--- src/rtl/pocfg_defs.vh ---
`ifndef POCFG_DEFS_VH
`define POCFG_DEFS_VH

// Printed offsets (register index; byte address is index * 4)
`define POCFG_IDX_PULSE_CFG 16'he610
`define POCFG_IDX_PHASE_A 16'he614
`define POCFG_IDX_PHASE_B 16'he615
`define POCFG_IDX_PHASE_C 16'he616
`define POCFG_IDX_COMP_MODE 16'he60e

// Pulse configuration fields
`define POCFG_SEL1_LSB 0
`define POCFG_SEL2_LSB 3
`define POCFG_SEL3_LSB 6
`define POCFG_GATE_LSB 9
`define POCFG_CAPT_LSB 12
`define POCFG_PULSE_CFG_MASK 16'h7fff
`define POCFG_PULSE_CFG_RST 16'h0e88

// Computation mode: three phase masks in bits 8:0, rest stored as written
`define POCFG_COMP_MODE_RST 16'h01ff

// Calibration fields
`define POCFG_CAL_MASK 16'h03ff
`define POCFG_CAL_RST 16'h0000
`define POCFG_CAL_VOLT_BIT 9
`define POCFG_CAL_ALIAS_BIT 8
`define POCFG_CAL_ALIAS_MIN 7'h40

// Quantity codes
`define POCFG_Q_TOTAL_ACTIVE 3'h0
`define POCFG_Q_TOTAL_REACTIVE 3'h1
`define POCFG_Q_APPARENT 3'h2
`define POCFG_Q_FUND_ACTIVE 3'h3
`define POCFG_Q_FUND_REACTIVE 3'h4

`endif

--- src/rtl/pocfg_top.v ---
/*
 * Pulse output and phase calibration configuration bank, APB slave.
 * Assumes converter events and energy values come from the metering datapath
 * synchronous to mclk, and an APB master clocked by mclk.
 */
// The implementer's own choice: the APB slave port.
`timescale 1ns/1ps
`include "pocfg_defs.vh"

module pocfg_top
#(
    parameter ENERGY_W = 32
)
(
    input wire mclk,
    input wire sys_rst,
    input wire psel,
    input wire penable,
    input wire pwrite,
    input wire [31:0] paddr,
    input wire [31:0] pwdata,
    output reg [31:0] prdata,
    output wire pready,
    output wire pslverr,
    input wire [2:0] conv_pulse,
    input wire [ENERGY_W-1:0] energy_in,
    output reg pulse_out_one,
    output reg pulse_out_two,
    output reg pulse_out_three,
    output reg [2:0] pulse_quantity_valid,
    output reg [8:0] pulse_sel_q,
    output reg [8:0] pulse_phase_mask_q,
    output reg [ENERGY_W-1:0] energy_latched_one,
    output reg [ENERGY_W-1:0] energy_latched_two,
    output reg [ENERGY_W-1:0] energy_latched_three,
    output reg [2:0] energy_latch_done,
    output reg [2:0] phase_to_voltage,
    output reg [26:0] phase_comp_amount
);
    localparam ST_IDLE = 2'b01;
    localparam ST_ACCESS = 2'b10;

    reg [15:0] pulse_output_config_reg;
    reg [15:0] computation_mode_register_reg;
    reg [15:0] cal_reg [0:2];
    reg [1:0] state_reg;
    reg [1:0] state_next;
    reg [15:0] rd_next;
    reg addr_ok;
    reg [2:0] sel_ok;
    wire [2:0] gate;
    wire [2:0] capture;
    wire [2:0] volt_w;
    wire [26:0] amt_w;
    integer i;

    function [15:0] idx_of;
        input [31:0] a;
        begin
            idx_of = a[17:2];
        end
    endfunction

    // Reserved select codes 101..111 carry no quantity
    function sel_valid;
        input [2:0] s;
        begin
            sel_valid = (s <= `POCFG_Q_FUND_REACTIVE);
        end
    endfunction

    wire [2:0] sel1 = pulse_output_config_reg[`POCFG_SEL1_LSB +: 3];
    wire [2:0] sel2 = pulse_output_config_reg[`POCFG_SEL2_LSB +: 3];
    wire [2:0] sel3 = pulse_output_config_reg[`POCFG_SEL3_LSB +: 3];
    assign gate = pulse_output_config_reg[`POCFG_GATE_LSB +: 3];
    assign capture = pulse_output_config_reg[`POCFG_CAPT_LSB +: 3];

    // Zero-wait-state slave: one setup, one access cycle
    assign pready = 1'b1;
    assign pslverr = psel & penable & ~addr_ok;

    always @*
    begin
        addr_ok = 1'b1;
        rd_next = 16'h0000;
        case (idx_of(paddr))
            `POCFG_IDX_PULSE_CFG: rd_next = pulse_output_config_reg;
            `POCFG_IDX_COMP_MODE: rd_next = computation_mode_register_reg;
            `POCFG_IDX_PHASE_A: rd_next = cal_reg[0];
            `POCFG_IDX_PHASE_B: rd_next = cal_reg[1];
            `POCFG_IDX_PHASE_C: rd_next = cal_reg[2];
            default: addr_ok = 1'b0;
        endcase
        if (paddr[1:0] != 2'b00 || paddr[31:18] != 14'h0000)
        begin
            addr_ok = 1'b0;
            rd_next = 16'h0000;
        end
    end

    always @*
    begin
        case (state_reg)
            ST_IDLE: state_next = (psel && !penable) ? ST_ACCESS : ST_IDLE;
            ST_ACCESS: state_next = (psel && !penable) ? ST_ACCESS : ST_IDLE;
            default: state_next = ST_IDLE;
        endcase
    end

    always @(posedge mclk)
    begin
        if (sys_rst)
        begin
            state_reg <= ST_IDLE;
            prdata <= 32'h00000000;
            pulse_output_config_reg <= `POCFG_PULSE_CFG_RST;
            computation_mode_register_reg <= `POCFG_COMP_MODE_RST;
            for (i = 0; i < 3; i = i + 1)
                cal_reg[i] <= `POCFG_CAL_RST;
        end
        else
        begin
            state_reg <= state_next;
            if (psel && !penable)
                prdata <= {16'h0000, rd_next};
            if (state_reg == ST_ACCESS && psel && penable && pwrite && addr_ok)
            begin
                case (idx_of(paddr))
                    `POCFG_IDX_PULSE_CFG:
                        pulse_output_config_reg <= pwdata[15:0] & `POCFG_PULSE_CFG_MASK;
                    `POCFG_IDX_COMP_MODE:
                        computation_mode_register_reg <= pwdata[15:0];
                    `POCFG_IDX_PHASE_A:
                        cal_reg[0] <= pwdata[15:0] & `POCFG_CAL_MASK;
                    `POCFG_IDX_PHASE_B:
                        cal_reg[1] <= pwdata[15:0] & `POCFG_CAL_MASK;
                    `POCFG_IDX_PHASE_C:
                        cal_reg[2] <= pwdata[15:0] & `POCFG_CAL_MASK;
                    default:
                        pulse_output_config_reg <= pulse_output_config_reg;
                endcase
            end
        end
    end

    // Configuration presented to the converter datapath
    always @(posedge mclk)
    begin
        if (sys_rst)
        begin
            pulse_sel_q <= 9'h088;
            pulse_phase_mask_q <= 9'h1ff;
            pulse_quantity_valid <= 3'b111;
        end
        else
        begin
            pulse_sel_q <= {sel3, sel2, sel1};
            pulse_phase_mask_q <= computation_mode_register_reg[8:0];
            pulse_quantity_valid <= {sel_valid(sel3), sel_valid(sel2),
                sel_valid(sel1)};
        end
    end

    // Pins follow converter events unless gated or the code is reserved
    always @(posedge mclk)
    begin
        if (sys_rst)
        begin
            pulse_out_one <= 1'b0;
            pulse_out_two <= 1'b0;
            pulse_out_three <= 1'b0;
            energy_latched_one <= {ENERGY_W{1'b0}};
            energy_latched_two <= {ENERGY_W{1'b0}};
            energy_latched_three <= {ENERGY_W{1'b0}};
            energy_latch_done <= 3'b000;
        end
        else
        begin
            pulse_out_one <= conv_pulse[0] & ~gate[0] & sel_valid(sel1);
            pulse_out_two <= conv_pulse[1] & ~gate[1] & sel_valid(sel2);
            pulse_out_three <= conv_pulse[2] & ~gate[2] & sel_valid(sel3);
            // Capture runs on the converter event, even with the pin gated
            energy_latch_done <= conv_pulse & capture & {sel_valid(sel3),
                sel_valid(sel2), sel_valid(sel1)};
            if (conv_pulse[0] && capture[0] && sel_valid(sel1))
                energy_latched_one <= energy_in;
            if (conv_pulse[1] && capture[1] && sel_valid(sel2))
                energy_latched_two <= energy_in;
            if (conv_pulse[2] && capture[2] && sel_valid(sel3))
                energy_latched_three <= energy_in;
        end
    end

    genvar g;
    generate
        for (g = 0; g < 3; g = g + 1)
        begin : cal_dec
            pocfg_cal_decode u_dec
            (
                .phase_comp_value(cal_reg[g][9:0]),
                .to_voltage(volt_w[g]),
                .comp_amount(amt_w[g*9 +: 9])
            );
        end
    endgenerate

    always @(posedge mclk)
    begin
        if (sys_rst)
        begin
            phase_to_voltage <= 3'b000;
            phase_comp_amount <= 27'h0000000;
        end
        else
        begin
            phase_to_voltage <= volt_w;
            phase_comp_amount <= amt_w;
        end
    end
endmodule

--- src/rtl/pocfg_cal_decode.v ---
/*
 * Decodes one phase compensation value into target channel and amount.
 * Assumes the value is the stored 10-bit field; purely combinational.
 */
`timescale 1ns/1ps
`include "pocfg_defs.vh"

module pocfg_cal_decode
(
    input wire [9:0] phase_comp_value,
    output reg to_voltage,
    output reg [8:0] comp_amount
)
;
    always @*
    begin
        to_voltage = phase_comp_value[`POCFG_CAL_VOLT_BIT];
        comp_amount = {1'b0, phase_comp_value[7:0]};
        if (phase_comp_value[`POCFG_CAL_ALIAS_BIT]
            && phase_comp_value[7:1] < `POCFG_CAL_ALIAS_MIN)
        begin
            comp_amount = {1'b1, phase_comp_value[7:0]};
        end
        else if (phase_comp_value[`POCFG_CAL_ALIAS_BIT])
        begin
            // 384..511 and 896..1023 fold onto the first 128 codes
            comp_amount = {2'b00, phase_comp_value[6:0]};
        end
    end
endmodule

--- config.mk ---
export PLATFORM = sky130hd
export DESIGN_NAME = pocfg_top
export DESIGN_NICKNAME = d
export VERILOG_FILES = /design/src/rtl/pocfg_top.v /design/src/rtl/pocfg_cal_decode.v
export VERILOG_INCLUDE_DIRS = /design/src /design/src/rtl
export SDC_FILE = /design/constraint.sdc
export NUM_CORES = 1
export LEC_CHECK = 0
export BUFFER_PORTS_ARGS = -buffer_cell sky130_fd_sc_hd__buf_2
export CORE_MARGIN = 2
export CORE_UTILIZATION = 35
export DETAILED_ROUTE_END_ITERATION = 7
export PLACE_DENSITY = 0.67
export SYNTH_ARGS = -nofsm -noshare
export SYNTH_HDL_FRONTEND = slang
export SYNTH_SLANG_ARGS = --single-unit
--- constraint.sdc ---
create_clock -name mclk -period 3.9 [get_ports mclk]
set_clock_uncertainty 0.15 [all_clocks]
set_input_delay 0.585 -clock mclk [delete_from_list [all_inputs] [get_ports mclk]]
set_output_delay 0.585 -clock mclk [all_outputs]
set_load 0.01 [all_outputs]
[After elaboration in Yosys (flattened, before gate mapping)]
Memories as Yosys holds them, arrays and structs flattened.
Index checks and enable logic that the tools add are counted.
Widths: inputs -> output; s select.
Storage, ports and cells
  input port bits: 104
  RAM bits: 30
  memories kept: 1
  output and inout port bits: 187
  word-level logic and storage cells: 99
  register bits: 202
Memory list
  cal_reg: words 3, bits a word 10, rd ports 3, clocked after memory_dff 0, wr ports 3, RTL line pocfg_top.v:45  | reg [15:0] cal_reg [0:2];
Cells by class
  mux-type cells: 28
  $lt $le $gt $ge: 6
  equal/unequal tests: 7
  bitwise operators: 18
  reduce and logical (&&, ||, !) cells: 23
Operators with widths (number)
  $eq 16x16->1 const B: 5
  $pmux 16 s5: 1
  $mux 10: 3
  $mux 9: 3
  $mux 8: 3
  $lt 7x7->1 const B: 3
  $mux 1: 16
  $mux 16: 1
  $logic_and 1x1->1: 14
  $reduce_bool 14->1: 1
  $le 3x3->1 const B: 3
  $and 1x1->1: 8
  $and 3x3->3: 2
  $not 1->1: 5
  $reduce_or 5->1: 1
  $reduce_and 2->1: 2
  $reduce_or 2->1: 2
  $or 1x1->1: 3
  $eq 2x1->1 const B: 1
  $eq 2x2->1 const B: 1
  $mux 2: 1
  $reduce_bool 2->1: 1
  $logic_not 1->1: 1
  $logic_or 1x1->1: 1

[Depth between registers and ports, before layout]
  word-level depth: 9
  mapped depth: 8
  gate-level depth less buffers: 6

[Hierarchy]
A second synthesis with hierarchy kept.
Second synthesis, totals
  cells, all modules: 905
  area, all modules: 8535.7 µm²
By module, submodules not included
  pocfg_top: area each 8310.5 µm², cells each 875, times used 1, seq. area each 4944.7 µm²
  pocfg_cal_decode: area each 75.1 µm², cells each 10, times used 3, seq. area each 0.0 µm²

[Worst setup path before layout]
OpenSTA, ideal clock, no wires.
  path kind: input-to-reg
  start point: input port paddr[9]
  end point: register prdata[6]
  buffers on the path: 3
  data required time: 3.675 ns
  setup slack: 1.169 ns
  setup time: 0.075 ns
  stages on the path: 7
  arrival time: 2.506 ns
  path through: or4b_4 or3_1 buf_2 or4_1 buf_2 buf_6 a22oi_2
On the way
  cells in the longest elaborated chain, start to end: 3
  elaborated cells between the ends (all ways): 7
  those cells by class: eq/ne (5); mux (2)
Ends and longest elaborated chain
  start, declared: RTL line pocfg_top.v:20  | input wire [31:0] paddr,
  $eq 16x16->1: RTL line pocfg_top.v:86  | case (idx_of(paddr))
  $pmux 16 s5 (*): RTL line pocfg_top.v:86
  $mux 16 (*): RTL line pocfg_top.v:94  | if (paddr[1:0] != 2'b00 || paddr[31:18] != 14'h0000)
  end signal, assigned: RTL line pocfg_top.v:125  | prdata <= {16'h0000, rd_next};
  end, declared: RTL line pocfg_top.v:22  | output reg [31:0] prdata,
Mark *: on every way between the ends. The rest lies on a longest branch, timed or not.
A chain may end at the register's enable or synchronous reset.

[Final worst setup path]
  start point: input port paddr[9]
  end point: output port pslverr
On the way
  cells in the longest elaborated chain, start to end: 6
  elaborated cells between the ends (all ways): 10
  those cells by class: eq/ne (5); mux (2); bitwise (2); reduce/logical (1)
Ends and longest elaborated chain
  $eq 16x16->1: RTL line pocfg_top.v:86
  $reduce_or 5->1 (no source line) (*)
  $mux 1 (*): RTL line pocfg_top.v:86
  $mux 1 (*): RTL line pocfg_top.v:94
  $not 1->1 (*): RTL line pocfg_top.v:80  | assign pslverr = psel & penable & ~addr_ok;
  $and 1x1->1 (*): RTL line pocfg_top.v:80
  end, declared: RTL line pocfg_top.v:24  | output wire pslverr,
Marks and branches as above.

==> flow_summary.yaml <==
status:
  status: "finished clean"
critical_path:
  cp_cell_sequence: "buf_2 > or4b_4 > or3_1 > o311a_2 > buf_2"
  crit_top_cell: "buf_2"
  cp-end-kind: "primary output"
  cp_max_fo: 5
  critPathBufInv: 2
  rr_worst_depth: 5
  cp.arrival_ns: 2.25
  worstSetupPathDepth: 5
  r2r_setup_slack_ns: 1.69
  cp_top_family: "simple AND/OR/NAND/NOR gates"
  cp-startpoint: "paddr[9]"
  crit_slowest_cell: "or4b_4"
  timing.rr.end: "energy_latched_one[30]"
  critical_path_class: "in2out"
  start_kind: "primary input"
  reg2reg_from: "pulse_output_config_reg[0]"
  cp.required_ns: 3.16
  slowest_delay_ns: 0.56
route:
  wirelength_um: 22900
  firstDrtPassIters: 5
  vias_per_cell: 4.76
  ant_nets: 0
  drc: 0
  drt_iter0_markers: 541
  wire_per_inst_um: 15.9
  num_vias: 6849
timing:
  relSlewSlack_pct: 40.6
  layout_min_cycle_time_ns: 2.99
  timing.final.ws_setup_ns: 0.915
  worst_slew_pin_slew_ns: 0.891
  timing.final.hold_violations: 0
  slew_violations: 0
  fmax_mhz: 335
  post-route-period-util_pct: 76.5
  fin_tns_setup_ns: 0
  rsz0062_at_grt: "false"
  finalSetupViolCount: 0
cts:
  cts_root_buffer: "clkbuf_16"
  worstSkewPairLatency_ns: 0.51
  ctsResizeCount: 0
  path_clk_slew_ns: 0.05
  cts.htree.levels: 1
  clock_sinks: 232
  ctsHoldBuffers: 0
  postCtsSetupBuffers: 0
  numCtsBuffers: 25
  clockBufferDepth: 3
  cts_tree: "built"
final_layout:
  top_regs: "energy_latched_one (32), energy_latched_three (32), energy_latched_two (32)"
  areaGrowthSynthToFinish_pct: 27.6
  layout.nets: 1206
  layout-drive-gt1-share_pct: 30.9
  final_cells: 1440
  fillers: 2287
floorplanning:
  start_util_pct: 35.4
  die_x_um: 158
  die-area_um2: 24800
  core_um2: 23300
  die_h_um: 158
  rows: 56
  ioPinCount: 291
global_route:
  antenna_found_initial: 4
  grt_usage_pct: 17.4
  grt_pass1_vias: 6315
  grt_pass1_wl_um: 34000
  grt-ovfl-total: 0
  grt_start_max_net_pins: 85
place:
  dp.cells: 1393
  hpwl_um: 15800
  gp_congestion: 0.769
  dp_slack_ns: 0.780
  portBuffers: 257
yosys:
  netlist_area_um2: 8260
  synth_area_leaders: "dfxtp_1 49%, edfxtp_1 11%, nand2_1 9.7%"
  syn_inst: 858
  ys_warn_count: 0
  async_flop_share_pct: 0
  synth_ff_type: "dfxtp_1"
  yosysUniqueCellTypes: 51
  synth-edff-count: 30
  yosysSeqAreaShare_pct: 59.9
  ys_ff_latch: 232
  synth_top_area_share_pct: 49.0
  yosysTopAreaCell: "dfxtp_1"
  syn_avg_cell_area_um2: 9.62
pwr:
  powerDensity_nw_per_um2: 457
  p_leak_uw: 0.00440
  peakVddDrop_uv: 285
hold_path:
  hold_depth: 2
  hold_path.startpoint: "pwdata[10]"
  min_to: "pulse_output_config_reg[10]"
  hold_path.class: "in2reg"
job:
  maxCapViolCount: 0
[cell usage after synthesis, types with 3 or more instances]
library cell and n:
and2_1 10, clkbuf_1 45, dfxtp_1 202, nor2b_1 38, a22o_1 9, a22oi_1 5, nor3b_1 8, and3_1 4
nand3_1 3, nor4_1 6, o21ai_2 3, buf_4 19, o21ai_1 6, a211o_1 5, or2_2 11, a21oi_1 107
nor3_1 3, buf_2 5, nand2_1 214, edfxtp_1 30, o21ai_0 13, mux2_2 9, nor2_1 40, mux2i_1 18
nand4_1 3, inv_1 5, a222oi_1 9
[through the flow]
stage | util (%) | hold WS [ns] | area, um2 | total power (uW)
2_1_floorplan | - | 0.259 | 8310 | 2590
3_3_place_gp | 41.8 | 0.285 | 9760 | 2670
3_5_place_dp | 41.8 | 0.290 | 9760 | 2670
4_1_cts | 45.1 | 0.136 | 10500 | 4870
5_1_grt | 45.1 | 0.152 | 10500 | 4980
6_report | 45.1 | 0.155 | 10500 | 4820
[kinds of logic after synthesis]
kind of cell | count (synthesis) | share of synthesized area (%)
multiplexers | 27 | 3.41
AND/OR/NAND/NOR | 353 | 19.7
AO/OA/AOI/OAI | 164 | 11.8
other | 2 | 0.0910
adder cells (fa/ha/maj) | 2 | 0.273
flip-flops | 232 | 59.9
buffers and inverters | 78 | 4.82
[metal layers]
layer	vias to the layer above	track usage, %	wire length [um]	share of wire [%]
li1	3335	-	-	-
met1	3177	22.6	9560	42
met2	282	28.2	10900	48
met3	53	3.75	1680	7.3
met4	2	6.97	755	3.3
met5	-	0	13	0.057
[where the power goes]
| part | switching [uW] | internal (uW) |
|---|---|---|
| logic | 109 | 64.5 |
| clock network | 922 | 1270 |
| registers | 8.51 | 2440 |
[worst max-delay path by stage]
stage           endpoint  slack [ns]
6_report         pslverr        0.91
2_1_floorplan  prdata[6]        1.17
4_1_cts          pslverr        0.92
3_3_place_gp   prdata[2]        0.81
5_1_grt          pslverr        0.83
3_5_place_dp   prdata[4]        0.78
[layout by cell type (no fill, tap or decap), types with 8 or more instances in the layout]
cell / instances
a21oi_1: 107
a222oi_1: 9
a22o_1: 9
and2_1: 10
buf_2: 256
buf_4: 18
clkbuf_16: 26
conb_1: 17
dfxtp_1: 202
edfxtp_1: 30
mux2_2: 9
mux2i_1: 18
nand2_1: 214
nor2_1: 40
nor2b_1: 38
nor3b_1: 8
o21ai_0: 13
or2_2: 11
[area by class of cell]
cell class	instances	area (um2)	area share [%]
clock buffer	36	718	6.82
sequential	232	4940	46.9
multi-input combinational	563	2990	28.3
inverter	5	18.8	0.178
timing repair buffer	274	1420	13.4
antenna	3	7.51	0.0713
clock inverter	8	42.5	0.404
tap	319	399	3.79
Power figures use the tool's default switching activity.
